**config.mk**
```make
export PLATFORM = sky130hd
export DESIGN_NAME = amp_control_diag_regs
export DESIGN_NICKNAME = d
export VERILOG_FILES = /design/src/inc/amp_regs_pkg.sv /design/src/hw/amp_control_diag_regs.sv
export SDC_FILE = /design/constraint.sdc
export NUM_CORES = 1
export LEC_CHECK = 0
export BUFFER_PORTS_ARGS = -buffer_cell sky130_fd_sc_hd__buf_2
export CAP_MARGIN = 10
export CORE_MARGIN = 3
export CORE_UTILIZATION = 50
export CTS_BUF_LIST = sky130_fd_sc_hd__clkbuf_4 sky130_fd_sc_hd__clkbuf_8
export CTS_CLUSTER_SIZE = 14
export DETAILED_ROUTE_END_ITERATION = 10
export GPL_TIMING_DRIVEN = 0
export PLACE_DENSITY = 0.85
export SYNTH_ARGS = -nofsm -noshare
export SYNTH_HDL_FRONTEND = slang
export SYNTH_SLANG_ARGS = --single-unit
```
**constraint.sdc**
```tcl
create_clock -name clk -period 2.1 [get_ports clk]
set_clock_uncertainty 0.05 [all_clocks]
set_input_delay 0.21 -clock clk [delete_from_list [all_inputs] [get_ports clk]]
set_output_delay 0.21 -clock clk [all_outputs]
set_load 0.05 [all_outputs]
```
**src/inc/amp_regs_pkg.sv**
```systemverilog
/*
 Shared constants and types of the amplifier control and diagnostic
 register bank. Assumes a two-wire serial bus slave on a 10 MHz clock.
*/
`default_nettype none
package amp_regs_pkg;
  // Seven-bit slave address; low bits come from the strap
  localparam logic [6:0] DEV_ADDR_BASE = 7'h6c;
  localparam logic [1:0] ADDR_SEL_OFF = 2'h3;
  localparam logic [1:0] STATUS_LAST = 2'h3;
  localparam logic [1:0] CTRL_LAST = 2'h1;
  localparam logic [2:0] BIT_LAST = 3'h7;
  // Power-up state: standby, muted, diagnostics off
  localparam logic [7:0] CTRL_A_RST = 8'h00;
  localparam logic [7:0] CTRL_B_RST = 8'h00;

  typedef struct packed {
    logic mute_thresh_high;
    logic diag_en;
    logic offset_en;
    logic front_gain_16db;
    logic rear_gain_16db;
    logic front_unmute;
    logic rear_unmute;
    logic clip_10pct;
  } ctrl_a_t;

  typedef struct packed {
    logic cur_thresh_low;
    logic spare;
    logic fast_mute;
    logic standby_off;
    logic line_driver_diag;
    logic cur_diag_en;
    logic right_high_eff;
    logic left_high_eff;
  } ctrl_b_t;

  typedef struct packed {
    logic open_current;
    logic permanent;
    logic short_load;
    logic open_or_offset;
    logic short_vcc;
    logic short_gnd;
  } chan_flags_t;

  typedef struct packed {
    logic therm1;
    logic therm2;
    logic therm3;
    logic diag_done;
    chan_flags_t [3:0] chan;
  } diag_in_t;

  typedef enum logic [2:0] {
    ST_IDLE, ST_ADDR, ST_ADDR_ACK, ST_WR_BYTE, ST_WR_ACK, ST_RD_BYTE, ST_RD_ACK
  } link_state_t;
endpackage : amp_regs_pkg
`default_nettype wire

```
**src/hw/amp_control_diag_regs.sv**
```systemverilog
/*
 Serial-bus slave holding the two control words and serving the four
 diagnostic status bytes of a four-channel power amplifier.
 Assumes the bus clock is much slower than clk (8 clk per bit or more)
 and that the analog fault flags arrive already on the clk domain.
*/
// How it works
// - Address bit 0: write two words, read status
// - Read returns four status bytes in order
// - Word A bit 7: mute threshold high/low
// - Word A bit 6: load diagnostic enable
// - Word A bit 5: offset detection enable
// - Word A bits 4,3: front/rear gain 16 dB
// - Word A bits 2,1: front/rear unmute
// - Word A bit 0: clip detector 10 percent
// - Word B bit 7: low current threshold
// - Word B bit 5: fast muting time
// - Word B bit 4: one releases standby
// - Word B bit 3: line driver diagnostics
// - Word B bit 2: current detection enable
// - Word B bits 1,0: high efficiency pairs
// - Status one bit 7: first thermal warning
// - Status one bit 6: diagnostic cycle finished
// - Bit 5: open load by peak current
// - Bit 4: permanent versus turn-on diagnostic
// - Bits 3,1,0: shorted load, supply, ground
// - Bit 2: open load or offset
// - Status two bit 7: offset detection active
// - Status two low bits: channel two flags
// - Status three top bits echo standby, diagnostics
// - Address 1101100/1101101/1101110 by strap
`timescale 1ns/1ps
`default_nettype none
module amp_control_diag_regs (
  // Clock, reset, enable
  input wire logic clk,
  input wire logic reset_n,
  input wire logic ce,
  // Serial bus pins
  input wire logic scl,
  input wire logic sda_in,
  output logic sda_out,
  output logic sda_oe,
  // Address strap, decoded
  input wire logic [1:0] addr_sel,
  // Analog fault flags
  input wire amp_regs_pkg::diag_in_t diag,
  // Control words to the amplifier
  output amp_regs_pkg::ctrl_a_t ctrl_a,
  output amp_regs_pkg::ctrl_b_t ctrl_b
);
  import amp_regs_pkg::*;

  ////////////////////////////////////////////////////////////////////
  logic scl_m, scl_s, scl_d, sda_m, sda_s, sda_d;
  logic [1:0] sel_m, sel_s;

  always_ff @(posedge clk or negedge reset_n) begin
    if (!reset_n) begin
      scl_m <= 1'b1;
      scl_s <= 1'b1;
      scl_d <= 1'b1;
      sda_m <= 1'b1;
      sda_s <= 1'b1;
      sda_d <= 1'b1;
      sel_m <= ADDR_SEL_OFF;
      sel_s <= ADDR_SEL_OFF;
    end else if (ce) begin
      scl_m <= scl;
      scl_s <= scl_m;
      scl_d <= scl_s;
      sda_m <= sda_in;
      sda_s <= sda_m;
      sda_d <= sda_s;
      sel_m <= addr_sel;
      sel_s <= sel_m;
    end
  end

  logic rise, fall, start, stop;
  assign rise = scl_s & ~scl_d;
  assign fall = ~scl_s & scl_d;
  assign start = scl_s & scl_d & sda_d & ~sda_s;
  assign stop = scl_s & scl_d & ~sda_d & sda_s;

  ////////////////////////////////////////////////////////////////////
  // Status bytes are built live so a read sees current flags
  logic [7:0] db [4];
  logic [6:0] my_addr;
  logic addr_match;

  always_comb begin
    db[0] = {diag.therm1, diag.diag_done, diag.chan[0]};
    db[1] = {ctrl_a.offset_en, 1'b0, diag.chan[1]};
    db[2] = {ctrl_b.standby_off, ctrl_a.diag_en, diag.chan[2]};
    db[3] = {diag.therm2, diag.therm3, diag.chan[3]};
  end

  ////////////////////////////////////////////////////////////////////
  link_state_t state, next_state;
  logic [7:0] shift, next_shift;
  logic [2:0] bit_cnt, next_bit_cnt;
  logic full, next_full;
  logic rnw, next_rnw;
  logic mack, next_mack;
  logic [1:0] wr_idx, next_wr_idx;
  logic [1:0] rd_idx, next_rd_idx;
  logic next_sda_oe;
  ctrl_a_t next_ctrl_a;
  ctrl_b_t next_ctrl_b;
  logic wr_commit, rd_load;
  logic [1:0] load_idx;

  // Compared only once the eighth address bit is in
  assign my_addr = DEV_ADDR_BASE + {5'h00, sel_s};
  assign addr_match = (sel_s != ADDR_SEL_OFF) && (shift[7:1] == my_addr);

  // Only the first two written bytes are stored; extras are refused
  assign wr_commit = (state == ST_WR_BYTE) && fall && full && (wr_idx <= CTRL_LAST);
  assign rd_load = fall && ((state == ST_ADDR_ACK && rnw) || (state == ST_RD_ACK && mack));
  assign load_idx = (state == ST_ADDR_ACK) ? 2'h0 : rd_idx;

  always_comb begin
    next_state = state;
    next_shift = shift;
    next_bit_cnt = bit_cnt;
    next_full = full;
    next_rnw = rnw;
    next_mack = mack;
    next_wr_idx = wr_idx;
    next_rd_idx = rd_idx;
    next_sda_oe = sda_oe;
    next_ctrl_a = ctrl_a;
    next_ctrl_b = ctrl_b;
    if (start) begin
      next_state = ST_ADDR;
      next_bit_cnt = 3'h0;
      next_full = 1'b0;
      next_sda_oe = 1'b0;
    end else if (stop) begin
      next_state = ST_IDLE;
      next_sda_oe = 1'b0;
    end else begin
      case (state)
        ST_IDLE: begin
          next_sda_oe = 1'b0;
        end
        ST_ADDR, ST_WR_BYTE: begin
          if (rise) begin
            next_shift = {shift[6:0], sda_s};
            next_bit_cnt = bit_cnt + 3'h1;
            next_full = (bit_cnt == BIT_LAST);
          end else if (fall && full) begin
            next_full = 1'b0;
            if (state == ST_ADDR) begin
              if (addr_match) begin
                next_state = ST_ADDR_ACK;
                next_sda_oe = 1'b1;
                next_rnw = shift[0];
                next_wr_idx = 2'h0;
              end else begin
                next_state = ST_IDLE;
              end
            end else begin
              next_state = ST_WR_ACK;
              next_wr_idx = (wr_idx == 2'h3) ? wr_idx : wr_idx + 2'h1;
              if (wr_commit) begin
                next_sda_oe = 1'b1;
                if (wr_idx == 2'h0)
                  next_ctrl_a = ctrl_a_t'(shift);
                else
                  next_ctrl_b = ctrl_b_t'(shift);
              end
            end
          end
        end
        ST_ADDR_ACK: begin
          if (fall) begin
            if (rnw) begin
              next_state = ST_RD_BYTE;
              next_shift = db[load_idx];
              next_sda_oe = ~db[load_idx][7];
              next_rd_idx = load_idx + 2'h1;
            end else begin
              next_state = ST_WR_BYTE;
              next_sda_oe = 1'b0;
            end
            next_bit_cnt = 3'h0;
          end
        end
        ST_WR_ACK: begin
          if (fall) begin
            next_state = ST_WR_BYTE;
            next_sda_oe = 1'b0;
            next_bit_cnt = 3'h0;
          end
        end
        ST_RD_BYTE: begin
          if (fall) begin
            if (bit_cnt == BIT_LAST) begin
              next_state = ST_RD_ACK;
              next_sda_oe = 1'b0;
            end else begin
              next_shift = {shift[6:0], 1'b0};
              next_sda_oe = ~shift[6];
              next_bit_cnt = bit_cnt + 3'h1;
            end
          end
        end
        ST_RD_ACK: begin
          if (rise) begin
            next_mack = ~sda_s;
          end else if (fall) begin
            next_bit_cnt = 3'h0;
            if (mack) begin
              // Wraps to the first byte after the fourth
              next_state = ST_RD_BYTE;
              next_shift = db[load_idx];
              next_sda_oe = ~db[load_idx][7];
              next_rd_idx = load_idx + 2'h1;
            end else begin
              next_state = ST_IDLE;
            end
          end
        end
        default: begin
          next_state = ST_IDLE;
          next_sda_oe = 1'b0;
        end
      endcase
    end
  end

  always_ff @(posedge clk or negedge reset_n) begin
    if (!reset_n) begin
      state <= ST_IDLE;
      shift <= 8'h00;
      bit_cnt <= 3'h0;
      full <= 1'b0;
      rnw <= 1'b0;
      mack <= 1'b0;
      wr_idx <= 2'h0;
      rd_idx <= 2'h0;
      sda_oe <= 1'b0;
      sda_out <= 1'b0;
      ctrl_a <= CTRL_A_RST;
      ctrl_b <= CTRL_B_RST;
    end else if (ce) begin
      state <= next_state;
      shift <= next_shift;
      bit_cnt <= next_bit_cnt;
      full <= next_full;
      rnw <= next_rnw;
      mack <= next_mack;
      wr_idx <= next_wr_idx;
      rd_idx <= next_rd_idx;
      sda_oe <= next_sda_oe;
      sda_out <= 1'b0;
      ctrl_a <= next_ctrl_a;
      ctrl_b <= next_ctrl_b;
    end
  end
endmodule : amp_control_diag_regs
`default_nettype wire

```
# [After elaboration in Yosys (flattened, before gate mapping)]
# Cells that the tools add are included.
[totals] ff_bits=48 out_inout_bits=18 word_cells=186
[op_classes] add_sub_neg=4 magnitude_cmp=2 n_eq_ne=37 mux=66 bitwise_logic=19 reduce_logical=25
[ops] op="2-to-1 mux 8 bit" count=10
[ops] op="2-to-1 mux 3 bit" count=20
[ops] op="!= test 4 bit (second input constant)" count=9
[ops] op="one-hot mux 8 bit (4 select lines)" count=1
[ops] op="AND reduction 9 bit" count=3
[ops] op="!= test 2 bit (second input constant)" count=12
[ops] op="2-to-1 mux 1 bit" count=20
[ops] op="2-to-1 mux 2 bit" count=10
[ops] op="one-hot mux 3 bit (6 select lines)" count=1
[ops] op="binary-select mux 8 bit (select 2 bit)" count=1
[ops] op="AND reduction 8 bit" count=2
[ops] op="!= test 3 bit (second input constant)" count=5
[ops] op="== test 3 bit (second input constant)" count=4
[ops] op="one-hot mux 3 bit (4 select lines)" count=1
[ops] op="AND reduction 12 bit" count=1
[ops] op="inverter 1 bit" count=11
[ops] op="AND reduction 11 bit" count=1
[ops] op="!= test 5 bit (second input constant)" count=2
[ops] op="AND reduction 10 bit" count=1
[ops] op="adder 6 x 3 -> 7 bit (first input constant)" count=1
[ops] op="bitwise AND 1 bit" count=7
[ops] op="== test 7 bit" count=1
[ops] op="AND reduction 7 bit" count=1
[ops] op="== test 3 x 2 -> 1 bit (second input constant)" count=2
[ops] op="19 further kinds" count=26

# [Depth between registers and ports, before layout]
[depth] ltp_word=13 ltp_mapped=8 mapped_depth_nobuf=7

# [Worst setup path before layout]
# No wires, ideal clock.
[synth_path] path_type="reg2reg" from="register bit_cnt[0]" to="register shift[0]" setup_time_ps=125 arrival_ps=2107 t_required_ps=1925 setup_slack_ps=-182 path_stages_with_launch=9 path_buffers=1 cell_sequence="dfrtp_1 > ha_1 > ha_1 > or3b_2 > o22ai_1 > a22oi_1 > nor3b_1 > buf_4 > mux2_2"
[synth_between] elab_chain_len=3
[synth_lines] element="from (decl)" line_no="amp_control_diag_regs.sv:102" source="logic [2:0] bit_cnt, next_bit_cnt;"
[synth_lines] element="from (signal assigned)" line_no="amp_control_diag_regs.sv:251" source="bit_cnt <= next_bit_cnt;"
[synth_lines] element="== test 3 bit" line_no="amp_control_diag_regs.sv:200" source="if (bit_cnt == BIT_LAST) begin"
[synth_lines] element="!= test 2 bit (no source line)"
[synth_lines] element="AND reduction 12 bit (no source line)"
[synth_lines] element="to (signal assigned)" line_no="amp_control_diag_regs.sv:250" source="shift <= next_shift;"
[synth_lines] element="to (decl)" line_no="amp_control_diag_regs.sv:101" source="logic [7:0] shift, next_shift;"
# No other way between the ends.
# A chain may end at the register's enable or synchronous reset.

# [Final worst setup path]
# Same ends and word-level chain as after synthesis.

==> results.md <==
* Vias per inst at between 5 and 6
* Delay-heaviest family, CP: simple AND/OR/NAND/NOR gates
* Max incr delay on CP at ~0.40 ns
* Mapped cell area at roughly 2800 µm²
* CP Class: reg2reg
* Top area cells in the synthesized netlist: dfrtp_1 34%, mux2_2 12%, dfstp_2 9.3%
* Vias at 2,429
* CTS tree: yes
* WL final at 6.96 mm
* Core Util, Final at 0.646
* Worst slew pin tran at between 1 and 1.5 ns
* Num rows at 26
* Launch point of the worst reg-to-reg path: bit_cnt[0]
* Full die area at around 6600 µm²
* Sequential cell area fraction in the yosys report at 0.428
* Ant. Diodes at 0
* Starting Density at 0.535
* Reg area at around 1200 µm²
* Arr. time, crit path at between 2 and 2.5 ns
* Synth Instances at 285
* Dpl hpwl at just under 5 mm
* Fin area at around 3400 µm²
* Syn-to-layout area delta at 20.7%
* CP Capture Type: register
* Length of routed met2 wiring at 3.44 mm
* Failing checks: negative setup slack
* Synth cell types at 51
* Syn Area/Cell at ~10 µm²
* CP Launch Type: register
* Proportion of layout cells with a drive suffix above 1 at 0.368
* Final Setup Violations at 10
* Status: finished with violations
* Die Wd at approximately 80 µm
* Cell taking the most area after synthesis: dfrtp_1
* Launch point of the critical path: bit_cnt[0]
* Leakage at about 1.6 nW
* Max clock buf depth at 2
* Clk_lat worst skew at 0.31 ns
* Clock sinks at 48
* WP buf/inv at 1
* Post-route ant nets at 0
* Placed standard-cell area at 3200 µm²
* Die height at a little over 80 µm
* CTS Buf Count at 5
* Core area at roughly 5300 µm²
* Post-route setup slack at -0.129 ns
* F_max at around 0.45 GHz
* CP cell instances: ha_2 > ha_4 > or3b_4 > o22ai_2 > a22oi_1 > nor3b_1 > buf_4 > mux2_4
* Root Driver: clkbuf_8
* Vias in the first global route at about 2.4k
* Gpl congestion at about 0.96
* Count leader, synth: dfrtp_1
* Ys Warns at 0
* First drt pass iteration count at 5
* Worst R2R Setup Slack at -0.13 ns
* Grt ovf at 0
* Slew margin rel. at 0.296
* Reg clk slew, reported paths at 0.09 ns
* CP Data Required Time at 2.25 ns
* Net Count, Synth at ~330
* FFs w/ async S/R, synth at 1.00
* Crit path max fanout at 6
* Synth top area share at 0.335
* Worst hold path type: in2async
* Power density cells at 776 nW/µm²
* WL per Instance at around 17 µm
* Multi-input gate area at ~1600 µm²
* Largest net degree at the start of global routing at a little under 50
* Max_cap viols at 0
* Period minus WS final at about 2.2 ns
* Slowest cell on the critical path: dfrtp_1
* H-tree depth at 2
* Top_reg_cell synth: dfrtp_1
* Fin. max-slew vios at 0
* RSZ-0062 raised after global routing: true
* Commonest cells post-synth: 38 x dfrtp_1, 31 x mux2_2, 24 x a21oi_1
* WL met1 at around 2.8 mm
* Fin nets at 390
* Met3 WL at around 480 µm
* GRT Util Overall at 0.225
* Final Hold Fails at 0
* Initial antenna violation count at 0
* Synthesized flop and latch total at 48
* Fillers at approximately 460
* Port Buffer Count at 50
* Drc violations at 0
* First-pass GRT wire length at approximately 11 mm
* Number of synthesized flops with an enable pin at 0
* Worst IR drop on VDD at roughly 0.00066 V
* Period utilization at 1.06
* Number of top-level pins at between 50 and 60
* Drt first-iter violations at about 250
* Top Layer Used: met4
-- area by class of cell --
class	count	share of cell area
plain buffers	17	0.0234
multi-input cells	204	0.456
clock inverters	3	0.00621
repair buffers	58	0.0965
inverters	16	0.0175
flip-flops and latches	48	0.355
well taps	70	0.0256
clock buffers	5	0.0201
-- cells by family after synthesis --
logic type | Yosys count | synth area share
AOI/OAI and AO/OA | 71 | 0.154
xor gates and xnor gates | 2 | 0.00618
adders and majority gates | 5 | 0.0221
buffers and inverters | 33 | 0.0468
DFF | 48 | 0.428
muxes | 50 | 0.191
other | 1 | 0.00132
and+or+nand+nor | 75 | 0.150
-- placed cells by master, fill, tap and decap left out, types with 3 or more instances in the layout --
| cell | instances |
|---|---|
| o2bb2ai_1 | 5 |
| clkbuf_1 | 6 |
| mux2i_1 | 17 |
| nand2b_1 | 5 |
| dfstp_2 | 10 |
| o21ai_1 | 4 |
| inv_1 | 16 |
| nand2_1 | 20 |
| mux2_2 | 28 |
| buf_2 | 51 |
| clkbuf_2 | 6 |
| o31ai_1 | 3 |
| nor2_1 | 13 |
| ha_1 | 3 |
| nor2b_1 | 6 |
| mux2_4 | 3 |
| a21oi_1 | 24 |
| dfrtp_1 | 38 |
| nand3_1 | 8 |
| o21ai_0 | 16 |
| clkbuf_8 | 5 |
| buf_4 | 7 |
-- where the power goes --
| part | switching (mW) | total (mW) | internal (mW) |
|---|---|---|---|
| logic | 0.402 | 0.781 | 0.379 |
| clock network | 0.328 | 0.568 | 0.239 |
| registers | 0.204 | 1.31 | 1.10 |
| total | 0.934 | 2.65 | 1.72 |
-- layer usage --
metal | up-vias | GRT usage
met4 | 0 | 0.0963
met5 | - | 0
met1 | 1159 | 0.280
li1 | 1152 | -
met2 | 94 | 0.366
met3 | 24 | 0.0632
-- metrics by stage --
| step | hold slack [ns] | instances | TNS, ns | total power, mW | setup slack [ns] |
|---|---|---|---|---|---|
| 3_3_place_gp | 0.392 | 405 | -2.21 | 1.99 | -0.173 |
| 3_5_place_dp | 0.398 | 405 | -3.52 | 2.03 | -0.203 |
| 5_1_grt | 0.0708 | 421 | -1.95 | 2.83 | -0.234 |
| 4_1_cts | 0.0605 | 418 | -0.586 | 2.62 | -0.101 |
| 6_report | 0.0360 | 421 | -0.820 | 2.65 | -0.129 |
| 2_1_floorplan | -0.136 | 285 | -0.0894 | 1.80 | -0.0298 |
-- what timing repair did --
item | in CTS | in global routing
pin swaps | 5 | 3
endpoints found under the hold margin | 0 | 0
hold buffers | 0 | 0
setup buffers | 5 | 3
endpoints found under the setup margin | 28 | 32
gates resized for setup | 4 | 18
-- flip-flops by register name (all words and copies together), names as in the netlist, 2 cells and up --
register,cells
bit_cnt,3
ctrl_a,8
ctrl_b,8
rd_idx,2
sel_m,2
sel_s,2
shift,8
state,3
wr_idx,2
-- final timing paths --
| path | depth (start not counted) | end |
|---|---|---|
| worst max-delay path | 8 | shift[0] |
| worst min-delay path | 1 | ctrl_a[2] |
| worst max register to register | 8 | shift[0] |
| worst min register to register | 2 | sda_s |
| max in group asynchronous | 1 | state[2] |
| min in group clk | 2 | sel_m[1] |
Power figures use the tool's default switching activity.
